**src/rtl/xmb_params.svh**
```systemverilog
`ifndef XMB_PARAMS_SVH
`define XMB_PARAMS_SVH

// phase lengths of one external bus cycle, in clk_sys_i cycles
`define XMB_ADDR_CYCLES 4'h2
`define XMB_LATCH_CYCLES 4'h1
`define XMB_HOLD_CYCLES 4'h1
`define XMB_STROBE_CYCLES 4'h3
`define XMB_RECOVER_CYCLES 4'h1
// reset values of the pins
`define XMB_PORT0_RESET 8'hFF
`define XMB_PORT2_RESET 8'hFF

`endif

```
**src/rtl/xmb_pkg.sv**
```systemverilog
package xmb_pkg;

    // kind of external access
    typedef enum logic [1:0] {
        XMB_OP_READ = 2'b00,
        XMB_OP_WRITE = 2'b01,
        XMB_OP_FETCH = 2'b10,
        XMB_OP_IDE = 2'b11
    } xmb_op_t;

    typedef struct packed {
        xmb_op_t op;
        logic ide_write;
        logic [15:0] addr;
        logic [15:0] wdata;
    } xmb_req_t;

    typedef struct packed {
        logic [15:0] rdata;
        logic done;
    } xmb_rsp_t;

    typedef enum logic [2:0] {
        XMB_ST_IDLE = 3'b000,
        XMB_ST_ADDR = 3'b001,
        XMB_ST_HOLD = 3'b010,
        XMB_ST_STROBE = 3'b011,
        XMB_ST_RECOVER = 3'b100
    } xmb_state_t;

endpackage

```
**src/rtl/xmb_phase_timer.sv**
```systemverilog
`timescale 1ns/1ns
// down counter that marks the last cycle of a bus phase
module xmb_phase_timer #(
    parameter int WIDTH = 4
) (
    // clock and reset
    input wire logic clk_sys_i,
    input wire logic reset_i,
    // control
    input wire logic load_i,
    input wire logic [WIDTH-1:0] count_i,
    // status
    output logic last_o
);
    logic [WIDTH-1:0] cnt_q;
    logic [WIDTH-1:0] cnt_d;
    wire busy = (cnt_q != '0);

    assign cnt_d = load_i ? count_i : (busy ? cnt_q - WIDTH'(1) : cnt_q);
    assign last_o = (cnt_q == WIDTH'(1));

    always_ff @(posedge clk_sys_i) begin
        if (reset_i) begin
            cnt_q <= '0;
        end else begin
            cnt_q <= cnt_d;
        end
    end
endmodule // xmb_phase_timer

```
**src/rtl/xmb_port.sv**
```systemverilog
`timescale 1ns/1ns
`include "xmb_params.svh"
// Function
// - The latch strobe goes high at the start of every bus cycle while the low address byte is on the shared lines.
// - The low address byte and the data byte share the same eight two-way lines for memory and IDE accesses.
// - The upper address byte of a memory access is driven on eight lines that otherwise act as a general port.
// - In IDE accesses the upper lines carry a multiplexed high address and data byte for a sixteen-bit bus.
// - The read strobe is asserted for external data memory reads, code fetches and IDE reads, and is shared with port 3 bit 7.
// - The write strobe is asserted for external data memory writes and IDE writes, and is shared with port 3 bit 6.
module xmb_port (
    // clock and reset
    input wire logic clk_sys_i,
    input wire logic reset_i,
    // core request side
    input wire logic req_valid_i,
    input wire xmb_pkg::xmb_req_t req_i,
    output logic req_ready_o,
    output xmb_pkg::xmb_rsp_t rsp_o,
    // general port use of the upper lines and strobe pins
    input wire logic [7:0] port2_out_i,
    input wire logic [1:0] port3_hi_out_i,
    // straps
    input wire logic ext_code_fetch_sel_n_i,
    input wire logic boot_loader_select_i,
    output logic ext_code_only_o,
    output logic boot_to_loader_o,
    // external pins
    input wire logic [7:0] low_addr_data_bus_i,
    output logic [7:0] low_addr_data_bus_o,
    output logic low_addr_data_bus_oe_o,
    input wire logic [7:0] high_addr_bus_i,
    output logic [7:0] high_addr_bus_o,
    output logic high_addr_bus_oe_o,
    output logic addr_latch_o,
    output logic rd_n_o,
    output logic wr_n_o
);
    xmb_pkg::xmb_state_t state_q;
    xmb_pkg::xmb_state_t state_d;
    xmb_pkg::xmb_req_t cur_q;
    logic [15:0] rdata_q;
    logic done_q;
    logic [7:0] p0_q;
    logic p0_oe_q;
    logic [7:0] p2_q;
    logic p2_oe_q;
    logic ale_q;
    logic strap_done_q;
    logic ext_code_q;
    logic boot_q;
    logic load;
    logic [3:0] load_count;
    logic phase_last;
    logic latch_last;

    wire idle = (state_q == xmb_pkg::XMB_ST_IDLE);
    wire take = idle && req_valid_i;
    wire is_ide = (cur_q.op == xmb_pkg::XMB_OP_IDE);
    // code fetch reads through the read strobe as well
    wire is_read = (cur_q.op == xmb_pkg::XMB_OP_READ) || (cur_q.op == xmb_pkg::XMB_OP_FETCH)
        || (is_ide && !cur_q.ide_write);
    wire in_strobe = (state_q == xmb_pkg::XMB_ST_STROBE);
    wire in_addr = (state_q == xmb_pkg::XMB_ST_ADDR);

    // next state: address+latch, hold, strobe, recover
    always_comb begin
        state_d = state_q;
        load = 1'b0;
        load_count = 4'h0;
        unique case (state_q)
            xmb_pkg::XMB_ST_IDLE: begin
                if (req_valid_i) begin
                    state_d = xmb_pkg::XMB_ST_ADDR;
                    load = 1'b1;
                    load_count = `XMB_ADDR_CYCLES;
                end
            end
            xmb_pkg::XMB_ST_ADDR: begin
                if (phase_last) begin
                    state_d = xmb_pkg::XMB_ST_HOLD;
                    load = 1'b1;
                    load_count = `XMB_HOLD_CYCLES;
                end
            end
            xmb_pkg::XMB_ST_HOLD: begin
                if (phase_last) begin
                    state_d = xmb_pkg::XMB_ST_STROBE;
                    load = 1'b1;
                    load_count = `XMB_STROBE_CYCLES;
                end
            end
            xmb_pkg::XMB_ST_STROBE: begin
                if (phase_last) begin
                    state_d = xmb_pkg::XMB_ST_RECOVER;
                    load = 1'b1;
                    load_count = `XMB_RECOVER_CYCLES;
                end
            end
            xmb_pkg::XMB_ST_RECOVER: begin
                if (phase_last) begin
                    state_d = xmb_pkg::XMB_ST_IDLE;
                end
            end
            default: begin
                state_d = xmb_pkg::XMB_ST_IDLE;
            end
        endcase
    end

    xmb_phase_timer #(
        .WIDTH(4)
    ) u_timer (
        .clk_sys_i(clk_sys_i),
        .reset_i(reset_i),
        .load_i(load),
        .count_i(load_count),
        .last_o(phase_last)
    );

    // second timer spans only the latch pulse, so the address stays on the lines after the latch strobe falls
    xmb_phase_timer #(
        .WIDTH(4)
    ) u_latch_timer (
        .clk_sys_i(clk_sys_i),
        .reset_i(reset_i),
        .load_i(take),
        .count_i(`XMB_LATCH_CYCLES),
        .last_o(latch_last)
    );

    // latch strobe high for the first cycles of the address phase
    wire ale_d = take ? (`XMB_LATCH_CYCLES != 4'h0) : (ale_q && in_addr && !latch_last);
    wire strobe_next = (state_d == xmb_pkg::XMB_ST_STROBE);
    wire rd_n_d = !(strobe_next && is_read);
    // write only when not reading, so the two never overlap
    wire wr_n_d = !(strobe_next && !is_read);
    wire drive_data = strobe_next && !is_read;
    // switch to data on the edge that leaves the address phase, so a write shows data in every strobe cycle
    wire addr_next = (state_d == xmb_pkg::XMB_ST_ADDR);
    wire [7:0] p0_d = take ? req_i.addr[7:0] : (addr_next ? cur_q.addr[7:0] : cur_q.wdata[7:0]);
    wire p0_oe_d = take || (state_d == xmb_pkg::XMB_ST_ADDR) || drive_data;
    wire [7:0] hi_addr = take ? req_i.addr[15:8] : cur_q.addr[15:8];
    // the upper lines carry IDE data for exactly the strobe cycles, the address before and after
    wire ide_data_hi = is_ide && strobe_next;
    wire [7:0] p2_d = (state_d == xmb_pkg::XMB_ST_IDLE) ? port2_out_i
        : (ide_data_hi ? cur_q.wdata[15:8] : hi_addr);
    // only an IDE read releases the upper lines, for the whole strobe so the device never meets our drivers
    wire p2_oe_d = !(ide_data_hi && is_read);
    // read data is taken on the last strobe cycle, while the device still drives the lines
    wire sample = in_strobe && phase_last;

    always_ff @(posedge clk_sys_i) begin
        if (reset_i) begin
            state_q <= xmb_pkg::XMB_ST_IDLE;
            cur_q <= '0;
            rdata_q <= 16'h0000;
            done_q <= 1'b0;
            ale_q <= 1'b0;
            p0_q <= `XMB_PORT0_RESET;
            p0_oe_q <= 1'b0;
            p2_q <= `XMB_PORT2_RESET;
            p2_oe_q <= 1'b1;
        end else begin
            state_q <= state_d;
            if (take) begin
                cur_q <= req_i;
            end
            if (sample && is_read) begin
                rdata_q <= {is_ide ? high_addr_bus_i : 8'h00, low_addr_data_bus_i};
            end
            done_q <= sample;
            ale_q <= ale_d;
            p0_q <= p0_d;
            p0_oe_q <= p0_oe_d;
            p2_q <= p2_d;
            p2_oe_q <= p2_oe_d;
        end
    end

    // straps are caught on the first clock after reset is released
    always_ff @(posedge clk_sys_i) begin
        if (reset_i) begin
            strap_done_q <= 1'b0;
            ext_code_q <= 1'b0;
            boot_q <= 1'b0;
        end else if (!strap_done_q) begin
            strap_done_q <= 1'b1;
            ext_code_q <= !ext_code_fetch_sel_n_i;
            boot_q <= !boot_loader_select_i;
        end
    end

    // strobe pins fall back to port 3 when no cycle runs
    logic rd_pin_q;
    logic wr_pin_q;
    logic ready_q;
    always_ff @(posedge clk_sys_i) begin
        if (reset_i) begin
            rd_pin_q <= 1'b1;
            wr_pin_q <= 1'b1;
            ready_q <= 1'b0;
        end else begin
            rd_pin_q <= (state_d == xmb_pkg::XMB_ST_IDLE) ? port3_hi_out_i[1] : rd_n_d;
            wr_pin_q <= (state_d == xmb_pkg::XMB_ST_IDLE) ? port3_hi_out_i[0] : wr_n_d;
            ready_q <= (state_d == xmb_pkg::XMB_ST_IDLE);
        end
    end

    assign req_ready_o = ready_q;
    assign rsp_o = '{rdata: rdata_q, done: done_q};
    assign ext_code_only_o = ext_code_q;
    assign boot_to_loader_o = boot_q;
    assign low_addr_data_bus_o = p0_q;
    assign low_addr_data_bus_oe_o = p0_oe_q;
    assign high_addr_bus_o = p2_q;
    assign high_addr_bus_oe_o = p2_oe_q;
    assign addr_latch_o = ale_q;
    assign rd_n_o = rd_pin_q;
    assign wr_n_o = wr_pin_q;
endmodule // xmb_port

```
**config.mk**
```make
export PLATFORM = sky130hd
export DESIGN_NAME = xmb_port
export DESIGN_NICKNAME = d
export VERILOG_FILES = /design/src/rtl/xmb_pkg.sv /design/src/rtl/xmb_phase_timer.sv /design/src/rtl/xmb_port.sv
export VERILOG_INCLUDE_DIRS = /design/src /design/src/rtl
export SDC_FILE = /design/constraint.sdc
export NUM_CORES = 1
export LEC_CHECK = 0
export BUFFER_PORTS_ARGS = -buffer_cell sky130_fd_sc_hd__clkbuf_2
export CAP_MARGIN = 20
export CORE_MARGIN = 4
export CORE_UTILIZATION = 32
export DETAILED_ROUTE_END_ITERATION = 8
export PLACE_DENSITY = 0.63
export SYNTH_ARGS = -nofsm -noshare
export SYNTH_HDL_FRONTEND = slang
export SYNTH_SLANG_ARGS = --single-unit
```
**constraint.sdc**
```tcl
create_clock -name clk_sys_i -period 1.9 [get_ports clk_sys_i]
set_input_delay 0.38 -clock clk_sys_i [delete_from_list [all_inputs] [get_ports clk_sys_i]]
set_output_delay 0.38 -clock clk_sys_i [all_outputs]
set_load 0.03 [all_outputs]
```
==> results.toml <==
[run_status]
status = "complete, no violations"

[yosys]
synth.most_common_cell = "nand2_1"
syn_nets = 485
synth_edf_count = 0
synth_top_area_share = 0.490
ys.flop_type = "dfxtp_1"
synth_area_leaders = "dfxtp_1 (49%), nand2_1 (11%), a21oi_1 (8.1%)"
yosysSeqAreaShare = 0.490
ys_ff_latch = 88
synth_top_area_cell = "dfxtp_1"
netlist_top_cells_count = "nand2_1 (101), dfxtp_1 (88), a21oi_1 (58)"
syn-cell-area_mm2 = 0.00360
yosys_warnings = 0
synth.distinct_cells = 46
synth_cells = 413
async_flop_share = 0
syn_area_per_cell_um2 = 8.71

[layout]
fin_area_mm2 = 0.00472
fin_cells = 670
n_antenna_cell = 0
utilization = 0.431
nNetsFinal = 597
drive_above_1_share = 0.306
nFillCells = 1109
syn_to_final_growth_pct = 31.2
multi_input_area_mm2 = 0.00170
final-seq-area_mm2 = 0.00176

[detailed_routing]
dr_wl_met3_um = 598
post_drt_wl_per_cell_um = 14.3
dr.pass1.iters = 4
avgViaCountPerCell = 4.94
met1_length_mm = 4.22
totalWireLength_mm = 9.61
ant_nets = 0
route.detailed.drc = 0
topRoutingLayerUsed = "met4"
wl_met2_mm = 4.60
drt-initial-drc-count = 119
vias = 3312

[floorplan]
die_h_um = 114
coreArea_mm2 = 0.0109
die_width_um = 114
num_io_pins = 107
num_rows = 38
die_area_mm2 = 0.0130
start_util = 0.329

[power_and_ir_drop]
ir_drop_mv = 0.389
power.density_mw_per_mm2 = 1240
p_leak_nw = 1.99
total_power_mw = 5.85

[placement]
place.gp.congestion = 0.861
port-buffer-count = 106
dpl-instance-area_mm2 = 0.00435
dp.cells = 652
dp_hpwl_mm = 7.02

[timing]
finalCriticalPeriod_ns = 1.86
post-route-period-util = 0.977
grt_setup_unrepaired = "yes"
max_freq_ghz = 0.539
setup_viol = 0
slew_violations = 0
maxSlewHeadroom = 0.738
worst_pin_slew_ns = 0.389
hold_viol_final = 0
fin_skew_ns = 0.00694

[setup_path]
ff2ff_path_depth = 6
crit_chain = "inv_2 > ha_4 > nor3b_4 > a2111o_2 > a221o_1 > a21o_1"
cpPeakStageDelay_ns = 0.55
worstReg2RegStart = "u_timer.cnt_q[1]$_SDFFE_PP0P_"
cp_slowest_cell = "a2111o_2"
required_ns = 2.13
arrival_ns = 2.09
worstSetupStartpointType = "register"
crit_path_end_kind = "register"
crit_type = "register to register"
rrSetupSlack_ns = 0.04
critPathMaxFanout = 5
r2r-end = "low_addr_data_bus_o[7]$_SDFF_PP1_"

[hold_path]
holdPathStages = 3
hp-start = "req_i[4]"
min_path_type = "input pin to register"
hold_end = "cur_q[4]$_SDFFE_PP0P_"

[clocking]
clk_latency_ns = 0.34
cts_tree = "built"
cts_root_buf = "clkbuf_16"
clk_path_buf_depth = 2
clkTransAtPathRegs_ns = 0.06
htreeDepth = 3
cts_made_buffers = 9
cts_num_sinks = 88

[flow_run]
maxCapViolCount = 0

[grt]
grt_pass1_wl_mm = 15.3
overflow = 0
antenna_found_initial = 0
grt_start_max_net_pins = 36
grt_use_total = 0.146
grt_pass1_vias = 3298
cell type report:
cell class / count / area share
clock buffer: 12 / 0.0544
sequential: 88 / 0.374
timing repair buffer: 131 / 0.158
tap: 140 / 0.0371
multi-input combinational: 289 / 0.361
clock inverter: 4 / 0.0111
inverter: 6 / 0.00477
flip-flops by register name (all words and copies together), names as in the netlist:
name,flops
addr_latch_o,1
boot_to_loader_o,1
cur_q,35
done_q,1
ext_code_only_o,1
high_addr_bus_o,8
high_addr_bus_oe_o,1
low_addr_data_bus_o,8
low_addr_data_bus_oe_o,1
rd_n_o,1
rdata_q,16
req_ready_o,1
state_q,3
strap_done_q,1
u_latch_timer.cnt_q,4
u_timer.cnt_q,4
wr_n_o,1
per-stage QoR:
step	setup slack (ns)	setup TNS [ns]	hold slack [ns]
floorplan	0.0704	0	0.426
global placement	0.0210	0	0.432
detailed placement	-0.0235	-0.0435	0.440
CTS	0.0166	0	0.254
global route	-0.0392	-0.0554	0.264
finish	0.0430	0	0.260
routing by layer:
layer  global-route usage  vias to the layer above
met5                    0                        -
met4               0.0538                        0
met3               0.0462                       17
met2                0.237                       96
met1                0.182                     1532
li1                     -                     1667
worst max path at each step:
stage,from,end,slack (ns)
finish,u_timer.cnt_q[1]$_SDFFE_PP0P_,low_addr_data_bus_o[7]$_SDFF_PP1_,0.04
floorplan,u_timer.cnt_q[1]$_SDFFE_PP0P_,low_addr_data_bus_o[0]$_SDFF_PP1_,0.07
detailed placement,u_timer.cnt_q[1]$_SDFFE_PP0P_,low_addr_data_bus_o[7]$_SDFF_PP1_,-0.02
global route,state_q[2]$_SDFF_PP0_,u_timer.cnt_q[1]$_SDFFE_PP0P_,-0.04
CTS,u_timer.cnt_q[1]$_SDFFE_PP0P_,rdata_q[12]$_SDFFE_PP0P_,0.02
global placement,u_timer.cnt_q[1]$_SDFFE_PP0P_,low_addr_data_bus_o[7]$_SDFF_PP1_,0.02
cell usage in the layout, fill, tap and decap left out, types with 3 or more instances in the layout:
cell	n
clkbuf_2	106
nand2_1	101
dfxtp_1	87
a21oi_1	58
buf_4	22
nor3_1	15
nor2_1	11
a21o_1	10
nand3_1	9
o21ai_0	9
clkbuf_16	9
a221o_1	8
o211a_1	8
o311ai_1	8
xnor2_1	6
inv_1	5
ha_1	5
and2_1	4
nor4_1	3
clkinvlp_4	3
repair_timing:
item	4_1_cts	5_1_grt
cloned	0	1
pin swaps	1	3
resized for setup	0	11
hold buffers	0	0
buffers inserted	0	1
setup endpoints to repair	8	41
hold endpoints to repair	0	0
logic make-up (layout without fill, tap and decap cells):
group / after synthesis / in the layout / synth area share
xor+xnor: 7 / 7 / 0.0170
simple gates: 159 / 159 / 0.203
fa+ha+maj: 6 / 6 / 0.0209
mux: 2 / 2 / 0.00696
buf+inv: 37 / 153 / 0.0491
flops: 88 / 88 / 0.490
compound gates: 114 / 115 / 0.213
worst max-delay path: cells and delay by family, from the launching register on:
kind | cells | cell delay, ns
flops | 1 | 0.34
buf+inv | 1 | 0.05
simple gates | 1 | 0.17
fa+ha+maj | 1 | 0.14
compound gates | 3 | 1.06
power breakdown:
group / internal (mW) / total [mW] / switching [mW]
Sequential: 2.11 / 2.30 / 0.188
Combinational: 0.745 / 1.76 / 1.01
Clock: 1.09 / 1.80 / 0.708
Total: 3.94 / 5.85 / 1.91
(Power assumes the default switching activity.)
